--- src/rtl/flyback_protection_defs.vh ---
`ifndef FLYBACK_PROTECTION_DEFS_VH
`define FLYBACK_PROTECTION_DEFS_VH

// ----------------------------------------------------------------
// Timing
// ----------------------------------------------------------------
`define CLK_PERIOD_NS        10
`define MAX_ON_TIME_US       40
`define MAX_ON_CYCLES        ((`MAX_ON_TIME_US * 1000) / `CLK_PERIOD_NS)
`define LEB_TIME_NS          300
`define LEB_CYCLES           ((`LEB_TIME_NS + `CLK_PERIOD_NS - 1) / `CLK_PERIOD_NS)
`define RESTART_TIME_US      100
`define RESTART_CYCLES       ((`RESTART_TIME_US * 1000) / `CLK_PERIOD_NS)

// ----------------------------------------------------------------
// Overvoltage counter
// ----------------------------------------------------------------
`define OV_TRIP_COUNT        8
`define OV_UP_STEP           1
`define OV_DOWN_STEP         2

// ----------------------------------------------------------------
// Peak limit compensation
// ----------------------------------------------------------------
`define LIMIT_WIDTH          8
`define LIMIT_RESET          8'hff

`endif

--- src/rtl/ov_event_counter.v ---
`timescale 1ns/1ns
`default_nettype none
`include "flyback_protection_defs.vh"

module ov_event_counter #(
  parameter integer TRIP_COUNT = `OV_TRIP_COUNT
) (
  input  wire clk_in,
  input  wire resetn_in,
  input  wire cycle_end_in,
  input  wire ov_seen_in,
  output reg  trip_out
);

  reg [4:0] count_r;
  reg [4:0] count_nxt;
  localparam [4:0] TRIP = TRIP_COUNT[4:0];

  always @*
  begin
    count_nxt = count_r;
    if (cycle_end_in)
    begin
      if (ov_seen_in)
      begin
        if (count_r < TRIP)
          count_nxt = count_r + 5'h01;
      end
      else
      begin
        if (count_r >= 5'h02)
          count_nxt = count_r - 5'h02;
        else
          count_nxt = 5'h00;
      end
    end
  end

  always @(posedge clk_in or negedge resetn_in)
  begin
    if (!resetn_in)
      count_r <= 5'h00;
    else
      count_r <= count_nxt;
  end

  // Look-ahead on the closing edge, so a tripping cycle never switches on
  always @*
  begin
    trip_out = (count_nxt >= TRIP);
  end

endmodule // ov_event_counter

`default_nettype wire

--- src/rtl/flyback_protection_logic.v ---
`timescale 1ns/1ns
`default_nettype none
`include "flyback_protection_defs.vh"

module flyback_protection_logic #(
  parameter integer MAX_ON_CYCLES  = `MAX_ON_CYCLES,
  parameter integer LEB_CYCLES     = `LEB_CYCLES,
  parameter integer RESTART_CYCLES = `RESTART_CYCLES,
  parameter integer LIMIT_WIDTH    = `LIMIT_WIDTH
) (
  input  wire                   clk_in,
  input  wire                   resetn_in,
  input  wire                   cycle_start_in,
  input  wire                   secondary_stroke_in,
  input  wire                   aux_winding_sense_in,
  input  wire                   primary_current_sense_in,
  input  wire [LIMIT_WIDTH-1:0] overpower_compensation_in,
  input  wire                   latch_reset_in,
  output reg                    flyback_gate_drive_out,
  output reg  [LIMIT_WIDTH-1:0] overcurrent_limit_out,
  output reg                    ov_latched_out,
  output reg                    safe_restart_out
);

  // ----------------------------------------------------------------
  // State
  // ----------------------------------------------------------------
  localparam [1:0] ST_IDLE    = 2'h0;
  localparam [1:0] ST_ON      = 2'h1;
  localparam [1:0] ST_OFF     = 2'h2;
  localparam [1:0] ST_RESTART = 2'h3;

  reg  [1:0]  state_r;
  reg  [1:0]  state_nxt;
  reg  [31:0] on_cnt_r;
  reg  [31:0] restart_cnt_r;
  reg         ov_seen_r;
  reg         start_prev_r;
  reg         gate_nxt;
  wire        start_edge;
  wire        cycle_close;
  wire        ov_trip;
  wire        leb_done;
  wire        on_expired;
  wire        oc_hit;

  assign leb_done   = (on_cnt_r >= LEB_CYCLES);
  assign on_expired = (on_cnt_r >= MAX_ON_CYCLES);
  assign oc_hit     = primary_current_sense_in && leb_done;

  // ----------------------------------------------------------------
  // Cycle start
  // ----------------------------------------------------------------
  // A start level held high must not count as many switching cycles
  always @(posedge clk_in or negedge resetn_in)
  begin
    if (!resetn_in)
      start_prev_r <= 1'b0;
    else
      start_prev_r <= cycle_start_in;
  end

  assign start_edge  = cycle_start_in && !start_prev_r;
  assign cycle_close = start_edge && (state_r == ST_OFF);

  // ----------------------------------------------------------------
  // Overvoltage filter
  // ----------------------------------------------------------------
  // One verdict per switching cycle that ends in ST_OFF, taken when the next cycle starts
  ov_event_counter #(
    .TRIP_COUNT (`OV_TRIP_COUNT)
  ) u_ov_count (
    .clk_in       (clk_in),
    .resetn_in    (resetn_in),
    .cycle_end_in (cycle_close),
    .ov_seen_in   (ov_seen_r),
    .trip_out     (ov_trip)
  );

  always @(posedge clk_in or negedge resetn_in)
  begin
    if (!resetn_in)
      ov_seen_r <= 1'b0;
    else if (cycle_close)
      ov_seen_r <= 1'b0;
    else if (secondary_stroke_in && aux_winding_sense_in)
      ov_seen_r <= 1'b1;
  end

  // ----------------------------------------------------------------
  // Gate sequencing
  // ----------------------------------------------------------------
  always @*
  begin
    state_nxt = state_r;
    gate_nxt  = 1'b0;
    case (state_r)
      ST_IDLE, ST_OFF:
      begin
        if (start_edge && !ov_latched_out && !ov_trip)
        begin
          state_nxt = ST_ON;
          gate_nxt  = 1'b1;
        end
      end
      ST_ON:
      begin
        gate_nxt = 1'b1;
        if (on_expired)
        begin
          state_nxt = ST_RESTART;
          gate_nxt  = 1'b0;
        end
        else if (oc_hit || ov_trip || ov_latched_out)
        begin
          state_nxt = ST_OFF;
          gate_nxt  = 1'b0;
        end
      end
      ST_RESTART:
      begin
        if (restart_cnt_r >= RESTART_CYCLES)
          state_nxt = ST_IDLE;
      end
      default:
        state_nxt = ST_IDLE;
    endcase
  end

  always @(posedge clk_in or negedge resetn_in)
  begin
    if (!resetn_in)
    begin
      state_r                <= ST_IDLE;
      flyback_gate_drive_out <= 1'b0;
      safe_restart_out       <= 1'b0;
    end
    else
    begin
      state_r                <= state_nxt;
      flyback_gate_drive_out <= gate_nxt;
      safe_restart_out       <= (state_nxt == ST_RESTART);
    end
  end

  // ----------------------------------------------------------------
  // On-time and blanking timer
  // ----------------------------------------------------------------
  // Restarts from zero every on-period so blanking always covers turn-on
  always @(posedge clk_in or negedge resetn_in)
  begin
    if (!resetn_in)
      on_cnt_r <= 32'h0;
    // timers run only while gate is on
    else if (gate_nxt && (state_r == ST_ON))
      on_cnt_r <= on_cnt_r + 32'h1;
    else
      on_cnt_r <= 32'h0;
  end

  // ----------------------------------------------------------------
  // Safe restart timer
  // ----------------------------------------------------------------
  // Counts from zero at entry, so the hold-off lasts RESTART_CYCLES plus one clock
  always @(posedge clk_in or negedge resetn_in)
  begin
    if (!resetn_in)
      restart_cnt_r <= 32'h0;
    // hold off for the restart time
    else if (state_r == ST_RESTART)
      restart_cnt_r <= restart_cnt_r + 32'h1;
    else
      restart_cnt_r <= 32'h0;
  end

  // ----------------------------------------------------------------
  // Protection latch
  // ----------------------------------------------------------------
  // Trip wins over a simultaneous reset so a live fault is never lost
  always @(posedge clk_in or negedge resetn_in)
  begin
    if (!resetn_in)
      ov_latched_out <= 1'b0;
    else if (ov_trip)
      ov_latched_out <= 1'b1;
    else if (latch_reset_in)
      ov_latched_out <= 1'b0;
  end

  // ----------------------------------------------------------------
  // Peak limit compensation
  // ----------------------------------------------------------------
  // Sampled once per primary stroke so the limit is stable while compared
  always @(posedge clk_in or negedge resetn_in)
  begin
    if (!resetn_in)
      overcurrent_limit_out <= `LIMIT_RESET;
    else if ((state_r == ST_ON) && (on_cnt_r == 32'h0))
      overcurrent_limit_out <= overpower_compensation_in;
  end

endmodule // flyback_protection_logic

`default_nettype wire

--- config.mk ---
export PLATFORM = sky130hd
export DESIGN_NAME = flyback_protection_logic
export DESIGN_NICKNAME = d
export VERILOG_FILES = /design/src/rtl/ov_event_counter.v /design/src/rtl/flyback_protection_logic.v
export VERILOG_INCLUDE_DIRS = /design/src /design/src/rtl
export SDC_FILE = /design/constraint.sdc
export NUM_CORES = 1
export LEC_CHECK = 0
export BUFFER_PORTS_ARGS = -buffer_cell sky130_fd_sc_hd__buf_2
export CORE_MARGIN = 2
export CORE_UTILIZATION = 35
export DETAILED_ROUTE_END_ITERATION = 10
export GPL_TIMING_DRIVEN = 0
export HOLD_SLACK_MARGIN = 0.08
export SYNTH_ARGS = -nofsm -noshare
export SYNTH_HDL_FRONTEND = slang
export SYNTH_SLANG_ARGS = --single-unit
--- constraint.sdc ---
create_clock -name clk_in -period 2.5 [get_ports clk_in]
set_input_delay 0.375 -clock clk_in [delete_from_list [all_inputs] [get_ports clk_in]]
set_output_delay 0.375 -clock clk_in [all_outputs]
set_load 0.005 [all_outputs]
== Yosys cells after proc, flatten, opt, wreduce, memory -nomap -nowiden ==
Index checks and enable logic that the tools add are counted.
Widths: inputs -> output; s select.

* Register bits: 84
* Output and inout port bits: 11

* Add/subtract/negate cells: 4
* $lt $le $gt $ge: 6
* Eq/ne operators: 4
* Mux-type cells: 19
* Reduce and logical (&&, ||, !) cells: 18

{| class="wikitable"
|+ Operator list
! operator !! number
|-
| $add 32x1->32 const B || 2
|-
| $mux 32 || 2
|-
| $ge 32x12->1 const B || 1
|-
| $ge 32x14->1 const B || 1
|-
| $ge 32x5->1 const B || 1
|-
| $logic_not 32->1 || 1
|-
| $mux 5 || 4
|-
| $logic_and 1x1->1 || 8
|-
| $mux 2 || 4
|-
| $mux 1 || 7
|-
| $eq 2x2->1 const B || 3
|-
| $pmux 2 s3 || 1
|-
| $add 5x1->5 const B || 1
|-
| $ge 5x2->1 const B || 1
|-
| $ge 5x4->1 const B || 1
|-
| $lt 5x4->1 const B || 1
|-
| $sub 5x2->5 const B || 1
|-
| $reduce_bool 2->1 || 2
|-
| $logic_not 1->1 || 3
|-
| $eq 2x1->1 const B || 1
|-
| $logic_not 2->1 || 1
|-
| $logic_or 1x1->1 || 2
|-
| $pmux 1 s2 || 1
|-
| $reduce_or 2->1 || 1
|}

== Depth between registers and ports, before layout ==
* Word-level depth: 12
* Gate-level depth with buffers: 9

== By module ==
A second synthesis with hierarchy kept.

* Cell total of the unflattened synthesis: 349
* Area, all modules: 3801.1 um^2

{| class="wikitable"
|+ Modules (own cells, without submodules)
! module !! times used !! cells an instance !! area each (um^2) !! sequential area each (um^2)
|-
| flyback_protection_logic || 1 || 309 || 3408.3 || 1986.9
|-
| ov_event_counter || 1 || 40 || 392.9 || 125.1
|}

== Worst setup path before layout ==
OpenSTA, ideal clock, no wires.

* Path kind: flip-flop to flip-flop
* Start point: reg u_ov_count.count_r[1]
* End point: reg on_cnt_r[10]
* Setup time: 0.080 ns
* Arrival: 1.929 ns
* Data required time: 2.420 ns
* Path slack: 0.491 ns
* Stages on the path, launching flop included: 8
* Path through: dfrtp_1 or4_4 o21ai_2 nand3b_2 or3_1 buf_6 buf_8 nor3_2

* Word-level cells in the longest chain between the ends: 12

{| class="wikitable"
|+ RTL lines
! item !! line !! RTL
|-
| start, declared || ov_event_counter.v:15 || <nowiki>reg [4:0] count_r;</nowiki>
|-
| start signal, assigned || ov_event_counter.v:44 || <nowiki>count_r <= count_nxt;</nowiki>
|-
| $sub 5x2->5, or another cell as far along || ov_event_counter.v:32 || <nowiki>count_nxt = count_r - 5'h02;</nowiki>
|-
| $mux 5 (on tied branches) || ov_event_counter.v:31, ov_event_counter.v:26 ||
|-
| $mux 5 || ov_event_counter.v:24 || <nowiki>if (ov_seen_in)</nowiki>
|-
| $mux 5 (*) || ov_event_counter.v:22 || <nowiki>if (cycle_end_in)</nowiki>
|-
| $ge 5x4->1 (*) || ov_event_counter.v:50 || <nowiki>trip_out = (count_nxt >= TRIP);</nowiki>
|-
| $logic_or 1x1->1 (2 in a row) || flyback_protection_logic.v:114 || <nowiki>else if (oc_hit || ov_trip || ov_latched_out)</nowiki>
|-
| $mux 1 || flyback_protection_logic.v:114 ||
|-
| $mux 1 || flyback_protection_logic.v:109 || <nowiki>if (on_expired)</nowiki>
|-
| $pmux 1 s2 (*) || flyback_protection_logic.v:97 || <nowiki>case (state_r)</nowiki>
|-
| $logic_and 1x1->1 (*) || flyback_protection_logic.v:155 || <nowiki>else if (gate_nxt && (state_r == ST_ON))</nowiki>
|-
| $mux 32 (*) || flyback_protection_logic.v:155 ||
|-
| end signal, assigned || flyback_protection_logic.v:156 || <nowiki>on_cnt_r <= on_cnt_r + 32'h1;</nowiki>
|-
| end, declared || flyback_protection_logic.v:35 || <nowiki>reg [31:0] on_cnt_r;</nowiki>
|}

Mark *: on every way between the ends. The rest lies on a longest branch, timed or not.
A chain may end at the register's enable or synchronous reset.

== Worst setup path in the final report ==
* Start point: reg restart_cnt_r[5]
* End point: reg restart_cnt_r[31]

* Word-level cells in the longest chain between the ends: 2

{| class="wikitable"
|+ RTL lines
! item !! line !! RTL
|-
| start, declared || flyback_protection_logic.v:36 || <nowiki>reg [31:0] restart_cnt_r;</nowiki>
|-
| start signal, assigned || flyback_protection_logic.v:171 || <nowiki>restart_cnt_r <= restart_cnt_r + 32'h1;</nowiki>
|-
| $add 32x1->32 || flyback_protection_logic.v:171 ||
|-
| $mux 32 || flyback_protection_logic.v:170 || <nowiki>else if (state_r == ST_RESTART)</nowiki>
|}

No other way between the ends.

==> out/summary.txt <==
status - complete, no violations
Post-Syn Area - 3870 um2
total grt overflow - 0
first-pass GRT wire length - 12,000 um
share of layout cells above drive strength 1 - 19.0%
Seq/Total Area, Yosys - 54.6%
Hold-fix buffers, CTS - 1
relative slew slack - 57.6%
gpl congestion - 0.766
Worst-Skew Late Latency - 0.35 ns
Worst EP arrival - 2.49 ns
Placed Cells incl. Taps - 534
post-synth cell types - 49
Rows - 38
DR iter-0 viols - 79
synth warn - 0
Place WS - 0.330 ns
ys async rst share - 100%
max_cap viols - 0
Achievable Freq - 451 MHz
H-tree depth - 3
hold_sp - cycle_start_in
post-route setup slack - 0.283 ns
CTS sink count - 84
vias in the first global route - 2,588
worst-margin pin slew - 0.634 ns
FF+latch count, synth - 84
diode count - 0
VDD IR-drop max - 0.336 mV
Core ar. - 10,800 um2
Ports - 26
crit path launch type - flop
Post-Syn Instances - 349
met2 GRT Util - 20.0%
RSZ-0062 raised after global routing - false
post-DR vias/cell - 4.93
count leader, synth - dfrtp_1
crit path max fanout - 10
part of the cycle the worst path needs - 88.7%
Setup TNS Final - 0 ns
syn_area_per_cell - 11.1 um2
Worst-path clk slew - 0.09 ns
Post-CTS Setup Bufs - 0
largest net degree at the start of global routing - 56
clk root buf - clkbuf_8
CTS tree - built
I/O Buffers - 25
antenna violations before repair - 0
Post-CTS Resized - 0
Fillers - 1,043
Global Route Usage Sum - 12.8%
post-synth top area share - 49.1%
LEAKAGE - 0.00196 uW
commonest cells in the netlist - dfrtp_1, nor2_1, xor2_1
Setup crit end kind - flop
Die H - 109 um
Pwr Density - 517 nW/um2
HPWL Detailed - 4940 um
mean routed wirelength per cell - 12.8 um
CTS Buf Count - 9
nets - 430
CP cell instances - and3_1, nor4b_4, nand4_1, or3_1, a21oi_1
EDFF count, synth - 0
crit path from - restart_cnt_r[5]$_DFF_PN0_
critical path class - reg2reg
Initial Util - 35.9%
area delta synth->final - 15.2%
reg-to-reg startpoint - restart_cnt_r[5]$_DFF_PN0_
Routed WL - 7040 um
gr busiest metal - met2
top cells by area, synth - dfrtp_1, dfstp_2, xor2_1
grt met1 use - 17.3%
DRT Pass-1 Iters - 5
Tot Pwr - 2300 uW
ANT nets after route - 0
area leader, netlist - dfrtp_1
Slowest Stage Delay on Critical Path - 0.58 ns
grt met3 use - 2.87%
clk_skew - 0.00723 ns
fin crit period - 2.22 ns
final setup vio count - 0
CTS Buffer Depth - 2
Finished Layout Cells - 551
DRC violations left - 0
Die X - 109 um
Slew Limit Fails - 0
die area - 11,900 um2
final hold vios - 0
ys flop type - dfrtp_1
Worst Path Required - 2.78 ns
Worst Hold Class - in2reg
slowest cell on the critical path - nor4b_4
detailed-route via count - 2,717
[sequential cells by signal, indices dropped and copies added, names as in the netlist]
register                count
ov_latched_out              1
u_ov_count.count_r          5
start_prev_r                1
overcurrent_limit_out       8
flyback_gate_drive_out      1
ov_seen_r                   1
restart_cnt_r              32
state_r                     2
safe_restart_out            1
on_cnt_r                   32
[path summary, 6_finish.rpt]
check | to | slack, ns | depth (start not counted)
setup / recovery | restart_cnt_r[31]$_DFF_PN0_ | 0.28 | 5
hold / removal | start_prev_r$_DFF_PN0_ | 0.17 | 1
setup reg to reg | restart_cnt_r[31]$_DFF_PN0_ | 0.28 | 5
hold reg to reg | restart_cnt_r[0]$_DFF_PN0_ | 0.50 | 1
max in group asynchronous | overcurrent_limit_out[3]$_DFFE_PN1P_ | 1.36 | 3
min in group asynchronous | restart_cnt_r[6]$_DFF_PN0_ | 0.49 | 2
[stage by stage]
step / utilization [%] / area (um2) / hold slack [ns]
detailed placement: 39.6 / 4270 / 0.345
CTS: 41.3 / 4460 / 0.152
global route: 41.3 / 4460 / 0.146
global placement: 39.3 / 4240 / 0.491
finish: 41.3 / 4460 / 0.169
floorplan: - / 3940 / 0.0794
[worst max-delay path, delay by kind of cell (launching register included)]
family / cells / cell delay [ns]
AOI/OAI and AO/OA: 1 / 0.15
and+or+nand+nor: 4 / 1.59
DFF: 1 / 0.41
[cells by family after synthesis]
group           synth area share, %
flops                          54.6
buf+inv                        2.78
fa+ha+maj                      2.91
xor+xnor                       7.92
simple gates                   22.8
mux                            2.33
compound gates                 6.60
other cells                  0.0969
[where the power goes]
part / internal, uW / switching (uW) / leakage, uW
combinational: 17.1 / 34.7 / 0.000816
clock: 366 / 507 / 0.0000896
sequential: 1380 / 4.48 / 0.00106
[metal layers]
metal / up-vias / routed length, um / part of all wire, %
li1: 1345 / - / -
met1: 1338 / 3530 / 50
met2: 29 / 3260 / 46
met3: 5 / 175 / 2.5
met4: 0 / 81 / 1.2
met5: - / 0 / 0
[layout by cell type, fill, tap and decap left out, types with 12 or more instances in the layout]
cell	instances
xnor2_1	12
xor2_1	23
nor4_1	12
nor2_1	32
inv_1	12
buf_2	26
nand3_1	13
conb_1	20
dfrtp_1	76
nand4_1	15
nand2_1	17
[area by class of cell]
cell class	count	area, um2	area share [%]
sequential	84	2110	47.4
multi-input combinational	261	1720	38.6
tap	140	175	3.93
timing repair buffer	27	165	3.70
clock buffer	9	124	2.78
buffer	11	62.6	1.40
clock inverter	7	52.6	1.18
inverter	12	45.0	1.01
Note: power is estimated with default switching activity, not from simulation.
